File: src/design/ptl_pkg.sv
// Constants, register map and types of the protection pickup/trip block
package ptl_pkg;

  // ==========================================================
  // Timing
  localparam int CLK_PERIOD_NS = 10;
  localparam int TICK_PERIOD_US = 1000;
  localparam int TICK_CYCLES_DFLT = TICK_PERIOD_US * 1000 / CLK_PERIOD_NS;
  localparam int TICK_W = 17;

  // ==========================================================
  // Widths
  localparam int ADDR_W = 8;
  localparam int DATA_W = 32;
  localparam int VAL_W = 16;
  localparam int BLOCK_W = 4;
  localparam int NUM_BP = 8;
  localparam int IDX_W = 3;
  localparam int UTAB_N = 32;

  // ==========================================================
  // Register word addresses
  localparam logic [7:0] REG_CTRL = 8'h00;
  localparam logic [7:0] REG_PICKUP = 8'h01;
  localparam logic [7:0] REG_DROPOUT = 8'h02;
  localparam logic [7:0] REG_PU_DLY = 8'h03;
  localparam logic [7:0] REG_DO_DLY = 8'h04;
  localparam logic [7:0] REG_TRIP_DLY = 8'h05;
  localparam logic [7:0] REG_COEF = 8'h06;
  localparam logic [7:0] REG_STATUS = 8'h07;
  localparam logic [7:0] REG_ACCUM = 8'h08;
  localparam logic [7:0] REG_UTAB_BASE = 8'h20;
  localparam logic [2:0] UTAB_SEL_MSB = 3'h1;

  // CTRL fields
  localparam int CTRL_INV_BIT = 0;
  localparam int CTRL_CURVE_LSB = 1;

  // ==========================================================
  // Reset values
  localparam logic [15:0] RST_PICKUP = 16'h0400;
  localparam logic [7:0] RST_DROPOUT = 8'h5f;
  localparam logic [15:0] RST_PU_DLY = 16'h0005;
  localparam logic [15:0] RST_DO_DLY = 16'h0000;
  localparam logic [15:0] RST_TRIP_DLY = 16'h0064;
  localparam logic [15:0] RST_COEF = 16'h0064;

  // ==========================================================
  // Ratio scaling: ratios and percentages as integers
  localparam logic [23:0] RATIO_SCALE = 24'h00000a;
  localparam logic [23:0] PCT_SCALE = 24'h000064;
  // Breakpoints of I/Ip times ten: 1.1 .. 20
  localparam logic [7:0] BREAK_X10 [0:NUM_BP-1] = '{
    8'h0b, 8'h0f, 8'h14, 8'h1e, 8'h32, 8'h50, 8'h78, 8'hc8};
  // Trip limit per hundredth of k: 10 ms per 0.01 times rate scale 4096
  localparam logic [31:0] INV_LIMIT_SCALE = 32'h0000a000;

  // Tick increments 4096/T(M) with T in seconds at k = 1
  localparam logic [15:0] STD_RATE [0:63] = '{
    // IEC normal
    16'h0038, 16'h00ee, 16'h0198, 16'h028a,
    16'h03bd, 16'h04da, 16'h05d3, 16'h070f,
    // IEC very
    16'h001e, 16'h0098, 16'h012f, 16'h025f,
    16'h04be, 16'h084c, 16'h0d09, 16'h1685,
    // IEC extremely
    16'h000b, 16'h0040, 16'h009a, 16'h019a,
    16'h04cd, 16'h0c9a, 16'h1c9a, 16'h4fcd,
    // IEC long time
    16'h0003, 16'h0011, 16'h0022, 16'h0044,
    16'h0089, 16'h00ef, 16'h0177, 16'h0289,
    // IEEE moderately
    16'h0097, 16'h027c, 16'h0435, 16'h0694,
    16'h097b, 16'h0c0f, 16'h0e39, 16'h10e1,
    // IEEE very
    16'h002c, 16'h00fd, 16'h0247, 16'h0570,
    16'h0c3b, 16'h13f3, 16'h197a, 16'h1da1,
    // IEEE extremely
    16'h001e, 16'h00b5, 16'h01ae, 16'h0463,
    16'h0c56, 16'h1c1b, 16'h322c, 16'h5329,
    // Electromechanical emulation
    16'h01fe, 16'h02e8, 16'h0389, 16'h042a,
    16'h04ab, 16'h04f4, 16'h0520, 16'h053c};

  // ==========================================================
  // Types
  typedef enum logic [3:0] {
    CRV_IEC_NORMAL = 4'b0000,
    CRV_IEC_VERY = 4'b0001,
    CRV_IEC_EXTREME = 4'b0010,
    CRV_IEC_LONG = 4'b0011,
    CRV_IEEE_MODERATE = 4'b0100,
    CRV_IEEE_VERY = 4'b0101,
    CRV_IEEE_EXTREME = 4'b0110,
    CRV_ELECTROMECHANICAL_EMULATION = 4'b0111,
    CRV_USER1 = 4'b1000,
    CRV_USER2 = 4'b1001,
    CRV_USER3 = 4'b1010,
    CRV_USER4 = 4'b1011
  } ptl_curve_type;

  typedef enum logic [1:0] {
    PH_IDLE = 2'b00,
    PH_CONFIRM = 2'b01,
    PH_PICKUP = 2'b10,
    PH_DROP = 2'b11
  } ptl_phase_type;

endpackage

File: src/design/ptl_pickup_trip.sv
// Protection pickup, drop-out, blocking and trip decision logic
// ==========================================================
// Overview of operation
// - Fault declared when quantity exceeds pickup threshold.
// - Fault ends only below drop-out ratio times pickup.
// - Pickup after fault persists full pickup delay, no block.
// - Fault cleared before trip: pickup holds through drop-out delay.
// - Fault cleared after trip: pickup drops at once.
// - Short dip within drop-out delay keeps the trip timer.
// - Any active block input blocks the function.
// - While blocked pickup is low, pickup-blocked is high.
// - Pickup low clears the trip timer.
// - After block release a present fault restarts pickup sequence.
// - Trip needs fault, pickup, elapsed delay, no block.
// - Trip drops with pickup or any block.
// - Inverse-time ratio clamped to 1.1 through 20.
// - Trip delay is the minimum operate time in inverse mode.
// - Inverse-time integration starts once pickup value reached; the code starts it only in the pickup phase, after the pickup delay.
// - Curve-weighted fractions accumulate; trip at the limit.
// - Curve select: four IEC, three IEEE, emulation, four user.
// - Coefficient k scales the inverse delay linearly.
// - IEC curves k*beta/(M^alpha-1) with the tabled pairs.
// - IEEE curves k*(K/(M^alpha-1)+beta) with tabled values.
// - Emulation curve k/(0.339-0.236/M).
//
// The implementer's own choices: the plain strobed port and the address map.
`timescale 1ns/1ps

module ptl_pickup_trip #(
  parameter int TICK_CYCLES = ptl_pkg::TICK_CYCLES_DFLT
) (
  input wire logic clk,
  input wire logic srst,
  input wire logic [ptl_pkg::VAL_W-1:0] quantity,
  input wire logic [ptl_pkg::BLOCK_W-1:0] block_in,
  input wire logic [ptl_pkg::ADDR_W-1:0] reg_addr,
  input wire logic [ptl_pkg::DATA_W-1:0] reg_wdata,
  input wire logic reg_wr,
  input wire logic reg_rd,
  output logic [ptl_pkg::DATA_W-1:0] reg_rdata,
  output logic pickup,
  output logic trip,
  output logic pickup_blocked
);
  import ptl_pkg::*;

  // ==========================================================
  // State
  typedef struct packed {
    ptl_phase_type phase;
    logic fault;
    logic trip;
    logic blocked;
    logic tick;
    logic [TICK_W-1:0] tick_cnt;
    logic [15:0] pu_cnt;
    logic [15:0] do_cnt;
    logic [15:0] trip_cnt;
    logic [31:0] acc;
    logic inv_en;
    ptl_curve_type curve;
    logic [15:0] pickup_val;
    logic [7:0] dropout;
    logic [15:0] pu_dly;
    logic [15:0] do_dly;
    logic [15:0] trip_dly;
    logic [15:0] coef;
    logic [UTAB_N-1:0][15:0] utab;
    logic [31:0] rdata;
  } ptl_state_type;

  localparam logic [TICK_W-1:0] TICK_LAST = TICK_W'(TICK_CYCLES - 1);
  // Trip counter stops here instead of wrapping back to zero
  localparam logic [15:0] TRIP_CNT_MAX = 16'hffff;

  ptl_state_type s_q;
  ptl_state_type s_d;

  // ==========================================================
  // Ratio breakpoints
  // Ratio is stepped down to the nearest breakpoint, never
  // interpolated: a fault between two breakpoints trips a bit
  // later than the ideal curve, which errs towards selectivity.
  // Above the top breakpoint the rate stays flat, which gives
  // the clamp at twenty times pickup without a divider.
  logic [NUM_BP-1:0] above_bp;
  logic [23:0] q_x10;
  assign q_x10 = 24'(quantity) * RATIO_SCALE;

  genvar gi;
  generate
    for (gi = 0; gi < NUM_BP; gi++) begin : g_bp
      assign above_bp[gi] =
        q_x10 >= 24'(s_q.pickup_val) * 24'(BREAK_X10[gi]);
    end
  endgenerate

  logic [IDX_W-1:0] bp_idx;
  logic [15:0] rate;
  logic [31:0] limit;
  logic [32:0] acc_sum;
  logic inv_done;
  logic dly_done;
  logic blocked_now;
  logic above_pu;
  logic below_do;

  always_comb begin
    // below 1.1 uses entry 0, beyond 20 uses the last
    bp_idx = '0;
    for (int i = 1; i < NUM_BP; i++) begin
      if (above_bp[i]) begin
        bp_idx = IDX_W'(i);
      end
    end
  end

  // ==========================================================
  // Curve selection
  always_comb begin
    if (s_q.curve[3]) begin
      rate = s_q.utab[{s_q.curve[1:0], bp_idx}];
    end else begin
      rate = STD_RATE[{s_q.curve[2:0], bp_idx}];
    end
  end

  assign limit = 32'(s_q.coef) * INV_LIMIT_SCALE;
  assign acc_sum = {1'b0, s_q.acc} + 33'(rate);
  assign inv_done = s_q.acc >= limit;
  assign dly_done = s_q.trip_cnt >= s_q.trip_dly;

  assign blocked_now = |block_in;
  assign above_pu = quantity > s_q.pickup_val;
  assign below_do =
    24'(quantity) * PCT_SCALE < 24'(s_q.pickup_val) * 24'(s_q.dropout);

  // ==========================================================
  // Helper decode
  // Named terms keep the phase and timer logic readable
  logic pu_done;
  logic do_done;
  logic timing_on;
  logic integ_on;
  logic trip_ok;

  assign pu_done = s_q.pu_cnt >= s_q.pu_dly;

  assign do_done = s_q.do_cnt >= s_q.do_dly;

  // trip timer and accumulator run only in pickup with the fault present
  // A dip parks the phase in drop-out, where they only hold while the drop-out timer runs.
  assign timing_on = s_q.phase == PH_PICKUP && s_q.fault;

  // integration waits for the pickup phase, after the pickup delay
  // Frozen once tripped so the accumulator reads back the
  // level reached at the moment of operation.
  assign integ_on = timing_on && s_q.tick && s_q.inv_en &&
    !s_q.trip && !below_do;

  assign trip_ok = dly_done && (!s_q.inv_en || inv_done);

  // ==========================================================
  // Next state
  always_comb begin
    s_d = s_q;
    s_d.blocked = blocked_now;

    // sample tick divider
    // Free running from reset: the first delay tick may come
    // early by up to one tick, a limit of any sampled timer.
    s_d.tick = 1'b0;
    if (s_q.tick_cnt == TICK_LAST) begin
      s_d.tick_cnt = '0;
      s_d.tick = 1'b1;
    end else begin
      s_d.tick_cnt = s_q.tick_cnt + 1'b1;
    end

    if (s_q.fault) begin
      s_d.fault = !below_do;
    end else begin
      s_d.fault = above_pu;
    end

    // Pickup sequence
    if (blocked_now) begin
      s_d.phase = PH_IDLE;
      s_d.pu_cnt = '0;
      s_d.do_cnt = '0;
    end else begin
      case (s_q.phase)
        PH_IDLE: begin
          s_d.pu_cnt = '0;
          if (s_q.fault) begin
            s_d.phase = PH_CONFIRM;
          end
        end
        PH_CONFIRM: begin
          if (!s_q.fault) begin
            s_d.phase = PH_IDLE;
          end else if (pu_done) begin
            s_d.phase = PH_PICKUP;
          end else if (s_q.tick) begin
            s_d.pu_cnt = s_q.pu_cnt + 1'b1;
          end
        end
        PH_PICKUP: begin
          s_d.do_cnt = '0;
          if (!s_q.fault) begin
            if (s_q.trip) begin
              s_d.phase = PH_IDLE;
            end else begin
              s_d.phase = PH_DROP;
            end
          end
        end
        PH_DROP: begin
          if (s_q.fault) begin
            s_d.phase = PH_PICKUP;
          end else if (do_done) begin
            s_d.phase = PH_IDLE;
          end else if (s_q.tick) begin
            s_d.do_cnt = s_q.do_cnt + 1'b1;
          end
        end
        default: begin
          s_d.phase = PH_IDLE;
        end
      endcase
    end

    // Trip timing
    if (s_d.phase == PH_IDLE || s_d.phase == PH_CONFIRM) begin
      // pickup low clears timer and trip
      s_d.trip_cnt = '0;
      s_d.acc = '0;
      s_d.trip = 1'b0;
    end else if (timing_on) begin
      if (s_q.tick && s_q.trip_cnt != TRIP_CNT_MAX) begin
        s_d.trip_cnt = s_q.trip_cnt + 1'b1;
      end
      // integrate weighted fractions
      // Saturates rather than wraps, so a huge rate cannot
      // roll the sum back below the limit.
      if (integ_on) begin
        s_d.acc = acc_sum[32] ? 32'hffffffff : acc_sum[31:0];
      end
      if (trip_ok) begin
        s_d.trip = 1'b1;
      end
    end

    // ========================================================
    // Register writes
    // New settings apply at once, also in mid-fault; a lower
    // delay can therefore end a running delay on the next clk.
    if (reg_wr) begin
      case (reg_addr)
        REG_CTRL: begin
          s_d.inv_en = reg_wdata[CTRL_INV_BIT];
          s_d.curve =
            ptl_curve_type'(reg_wdata[CTRL_CURVE_LSB +: 4]);
        end
        REG_PICKUP: s_d.pickup_val = reg_wdata[15:0];
        REG_DROPOUT: s_d.dropout = reg_wdata[7:0];
        REG_PU_DLY: s_d.pu_dly = reg_wdata[15:0];
        REG_DO_DLY: s_d.do_dly = reg_wdata[15:0];
        REG_TRIP_DLY: s_d.trip_dly = reg_wdata[15:0];
        REG_COEF: s_d.coef = reg_wdata[15:0];
        default: begin
          if (reg_addr[7:5] == UTAB_SEL_MSB) begin
            s_d.utab[reg_addr[4:0]] = reg_wdata[15:0];
          end
        end
      endcase
    end

    // Register reads, data valid in the following cycle only
    s_d.rdata = '0;
    if (reg_rd) begin
      case (reg_addr)
        REG_CTRL: begin
          s_d.rdata[CTRL_INV_BIT] = s_q.inv_en;
          s_d.rdata[CTRL_CURVE_LSB +: 4] = s_q.curve;
        end
        REG_PICKUP: s_d.rdata[15:0] = s_q.pickup_val;
        REG_DROPOUT: s_d.rdata[7:0] = s_q.dropout;
        REG_PU_DLY: s_d.rdata[15:0] = s_q.pu_dly;
        REG_DO_DLY: s_d.rdata[15:0] = s_q.do_dly;
        REG_TRIP_DLY: s_d.rdata[15:0] = s_q.trip_dly;
        REG_COEF: s_d.rdata[15:0] = s_q.coef;
        REG_STATUS: begin
          s_d.rdata[0] = s_q.fault;
          s_d.rdata[1] = s_q.phase[1];
          s_d.rdata[2] = s_q.trip;
          s_d.rdata[3] = s_q.blocked;
          s_d.rdata[5:4] = s_q.phase;
          s_d.rdata[10:8] = bp_idx;
        end
        REG_ACCUM: s_d.rdata = s_q.acc;
        default: begin
          if (reg_addr[7:5] == UTAB_SEL_MSB) begin
            s_d.rdata[15:0] = s_q.utab[reg_addr[4:0]];
          end
        end
      endcase
    end
  end

  // ==========================================================
  // Registers
  // Everything not named below clears, user tables included
  always_ff @(posedge clk) begin
    if (srst) begin
      s_q <= '0;
      s_q.phase <= PH_IDLE;
      s_q.curve <= CRV_IEC_NORMAL;
      s_q.pickup_val <= RST_PICKUP;
      s_q.dropout <= RST_DROPOUT;
      s_q.pu_dly <= RST_PU_DLY;
      s_q.do_dly <= RST_DO_DLY;
      s_q.trip_dly <= RST_TRIP_DLY;
      s_q.coef <= RST_COEF;
    end else begin
      s_q <= s_d;
    end
  end

  // ==========================================================
  // Outputs
  // pickup low while blocked
  assign pickup = s_q.phase[1];
  assign trip = s_q.trip;
  assign pickup_blocked = s_q.blocked;
  assign reg_rdata = s_q.rdata;

endmodule

File: config.mk
export PLATFORM = sky130hd
export DESIGN_NAME = ptl_pickup_trip
export DESIGN_NICKNAME = d
export VERILOG_FILES = /design/src/design/ptl_pkg.sv /design/src/design/ptl_pickup_trip.sv
export SDC_FILE = /design/constraint.sdc
export NUM_CORES = 2
export LEC_CHECK = 0
export BUFFER_PORTS_ARGS = -buffer_cell sky130_fd_sc_hd__buf_2
export CAP_MARGIN = 40
export CORE_ASPECT_RATIO = 0.9
export CORE_MARGIN = 3
export CORE_UTILIZATION = 40
export DETAILED_ROUTE_END_ITERATION = 10
export PLACE_DENSITY_LB_ADDON = 0.1
export SLEW_MARGIN = 10
export SYNTH_ARGS = -nofsm -noshare
export SYNTH_HDL_FRONTEND = slang
export SYNTH_SLANG_ARGS = --single-unit
File: constraint.sdc
create_clock -name clk -period 19.75 [get_ports clk]
set_clock_uncertainty 0.2 [all_clocks]
set_input_delay 3.95 -clock clk [delete_from_list [all_inputs] [get_ports clk]]
set_output_delay 3.95 -clock clk [all_outputs]
set_load 0.03 [all_outputs]
==> results.yml <==
outcome:
  status: "finished, final reports clean"
clocking:
  cts_resized: 0
  h-tree-depth: 3
  cts.sinks: 740
  path_clk_slew_ns: 0.06
  root_buffer: "clkbuf_16"
  clock_latency_ns: 0.76
  numCtsBuffers: 86
  clockBufferDepth: 3
  post_cts_buffers: 0
  tritoncts: "done"
  postCtsHoldBufs: 0
min_path:
  holdCritPathClass: "reg -> reg"
yosys:
  syn_nets: 7365
  netlist-cell-type-count: 102
  synth.most_common_cell: "nand2_1"
  syn_area_um2: 53300
  synth_warnings: 0
  synth_top_area_frac: 0.278
  syn_avg_cell_area_um2: 8.00
  syn_inst: 6662
  ys_ff_latch: 740
  synth_common_cells: "1524 x nand2_1, 779 x a21oi_1, 740 x dfxtp_1"
  async_reset_ff_frac: 0
  ys_seq_area_frac: 0.278
  synth_edf_count: 0
  synth_area_leaders: "dfxtp_1 28%, ha_1 12%, nand2_1 11%, a21oi_1 7.3%, mux4_2 6.7%"
  yosysTopAreaCell: "dfxtp_1"
  yosys_most_used_dff: "dfxtp_1"
global_routing:
  grt_util_all_layers: 0.300
  antenna_found_initial: 11
  grt_overflow_total: 0
  grt_pass1_wl_um: 313000
  grt_pass1_vias: 47000
  grt_max_degree: 198
timing:
  rsz0062_at_grt: "false"
  final.min_clock_period_ns: 15.44
  max_freq_ghz: 0.0648
  hold_viol: 0
  period_share: 0.782
  setup_tns_ns: 0
  report.final.slew_viol_count: 0
  setup-violations-final: 0
  worst_slew_pin_slew_ns: 1.09
  timing.slew.headroom: 0.273
  setup_slack_ns: 4.31
pwr:
  seq_power_share: 0.346
  switchingPower_mw: 1.49
  leakagePower_nw: 22.9
  internal_power_mw: 2.84
  powerDensity_nw_per_um2: 73.3
  vdd_drop_max_mv: 0.0659
  p_comb_frac: 0.260
  switching_share: 0.343
  p_clk_frac: 0.395
setup_path:
  required_ns: 20.09
  crit_path_max_incr_delay_ns: 0.89
  crit_type: "in -> reg"
  crit_path_max_fanout: 46
  cp_data_arrival_time_ns: 15.77
  cpMaxStageDelayCell: "o31ai_1"
  worst_setup_path_start_kind: "primary input"
  cp-end-kind: "register"
die:
  start_util: 0.404
  die-area_um2: 138000
  num_io_pins: 99
  rows: 126
  die_h_um: 352
  chipWidth_um: 391
  fp.coreArea_um2: 132000
placement:
  io_buffers: 82
  dp_slack_ns: 4.10
  place_hpwl_um: 148000
  gp_congestion: 0.993
routing:
  vias_per_cell: 5.93
  firstDrtPassIters: 7
  routed_wl_um: 213000
  wl_per_cell_um: 25.5
  drtIter0Drc: 5669
  drc: 0
  vias: 49600
  ant_nets: 0
finish:
  final_nets: 7262
  layout-drive-gt1-share: 0.101
  syn2layout_area_growth_pct: 10.9
job:
  drv_cap: 0
-- worst max-delay path, delay by kind of cell --
family                   cells  cell delay [ns]
AO/OA/AOI/OAI               23             6.56
XOR/XNOR                     1             0.12
adder cells (fa/ha/maj)      5             1.53
buffers and inverters        7             2.39
AND/OR/NAND/NOR              7             1.11
-- power by group through the flow --
stage	combinational (mW)	sequential (mW)	clock [mW]
floorplan	0.694	1.53	0
global placement	1.07	1.53	0
detailed placement	1.09	1.53	0
CTS	1.10	1.50	1.73
global route	1.20	1.50	1.79
finish	1.12	1.50	1.71
-- placed cells by master (no fill, tap or decap), types with 30 or more instances in the layout --
| cell | n |
|---|---|
| nand2_1 | 1523 |
| a21oi_1 | 779 |
| dfxtp_1 | 738 |
| ha_1 | 500 |
| nor2_1 | 372 |
| inv_1 | 371 |
| o21ai_0 | 188 |
| mux4_2 | 158 |
| fa_1 | 139 |
| buf_4 | 109 |
| xnor2_1 | 91 |
| and2_1 | 88 |
| clkbuf_16 | 86 |
| a21o_1 | 83 |
| buf_2 | 82 |
| nand3_1 | 76 |
| a211oi_1 | 71 |
| nor3_1 | 70 |
| o21a_1 | 67 |
| xor2_1 | 64 |
| o221ai_1 | 57 |
| nor2b_1 | 52 |
| buf_8 | 47 |
| nand2b_1 | 45 |
| a22oi_1 | 40 |
| nand4_1 | 36 |
| a31oi_1 | 36 |
| o211ai_1 | 34 |
| nor4_1 | 33 |
| o22ai_1 | 33 |
| and3_1 | 30 |
-- per-layer routing --
layer / share of wire / global-route usage / wire, um / up-vias
met5: 0.00052 / 0 / 110 / -
met2: 0.43 / 0.451 / 91000 / 2322
met3: 0.096 / 0.0674 / 20400 / 483
met1: 0.43 / 0.412 / 90900 / 23900
met4: 0.049 / 0.132 / 10400 / 10
li1: - / - / - / 22900
-- path summary, 6_finish.rpt --
check / slack [ns] / cells past startpoint / endpoint / start
max: 4.31 / 43 / s_q[667]$_SDFFE_PP0P_ / quantity[1]
min: 0.25 / 1 / s_q[717]$_SDFF_PP0_ / s_q[717]$_SDFF_PP0_
max reg2reg: 5.91 / 41 / s_q[667]$_SDFFE_PP0P_ / s_q[619]$_SDFFE_PP0P_
min reg2reg: 0.25 / 1 / s_q[717]$_SDFF_PP0_ / s_q[717]$_SDFF_PP0_
-- flip-flops by register name, summed over array words and instances (netlist names) --
signal,cells
trip,1
pickup,1
pickup_blocked,1
reg_rdata,32
s_q,705
-- final cells by class --
| cell class | count | area, um^2 |
|---|---|---|
| Multi-Input combinational cell | 5091 | 35300 |
| Fill cell | 13100 | 72700 |
| Tap cell | 1728 | 2160 |
| Timing Repair Buffer | 267 | 2400 |
| Antenna cell | 5 | 12.5 |
| Inverter | 373 | 1400 |
| Clock inverter | 30 | 489 |
| Sequential cell | 740 | 14800 |
| Clock buffer | 126 | 2510 |
-- through the flow --
| stage | hold WS [ns] | cell area (um^2) | util | instances | total power [mW] |
|---|---|---|---|---|---|
| 3_5_place_dp | 0.244 | 56100 | 0.426 | 8198 | 2.62 |
| 6_report | 0.252 | 59100 | 0.449 | 8360 | 4.33 |
| 2_1_floorplan | 0.218 | 53300 | - | 6662 | 2.22 |
| 3_3_place_gp | 0.229 | 55000 | 0.417 | 8118 | 2.60 |
| 5_1_grt | 0.279 | 59100 | 0.448 | 8356 | 4.48 |
| 4_1_cts | 0.253 | 59100 | 0.448 | 8354 | 4.33 |
-- logic make-up (layout without fill, tap and decap cells) --
logic type,count (synthesis),count (layout),share of synthesized area
adders and majority gates,641,641,0.170
buffers and inverters,831,796,0.0626
muxes,213,213,0.0777
and+or+nand+nor,2460,2460,0.198
DFF,740,740,0.278
AOI/OAI and AO/OA,1622,1622,0.189
xor gates and xnor gates,155,155,0.0255
other,0,5,0
No activity file was read; power rests on OpenSTA's default activity.
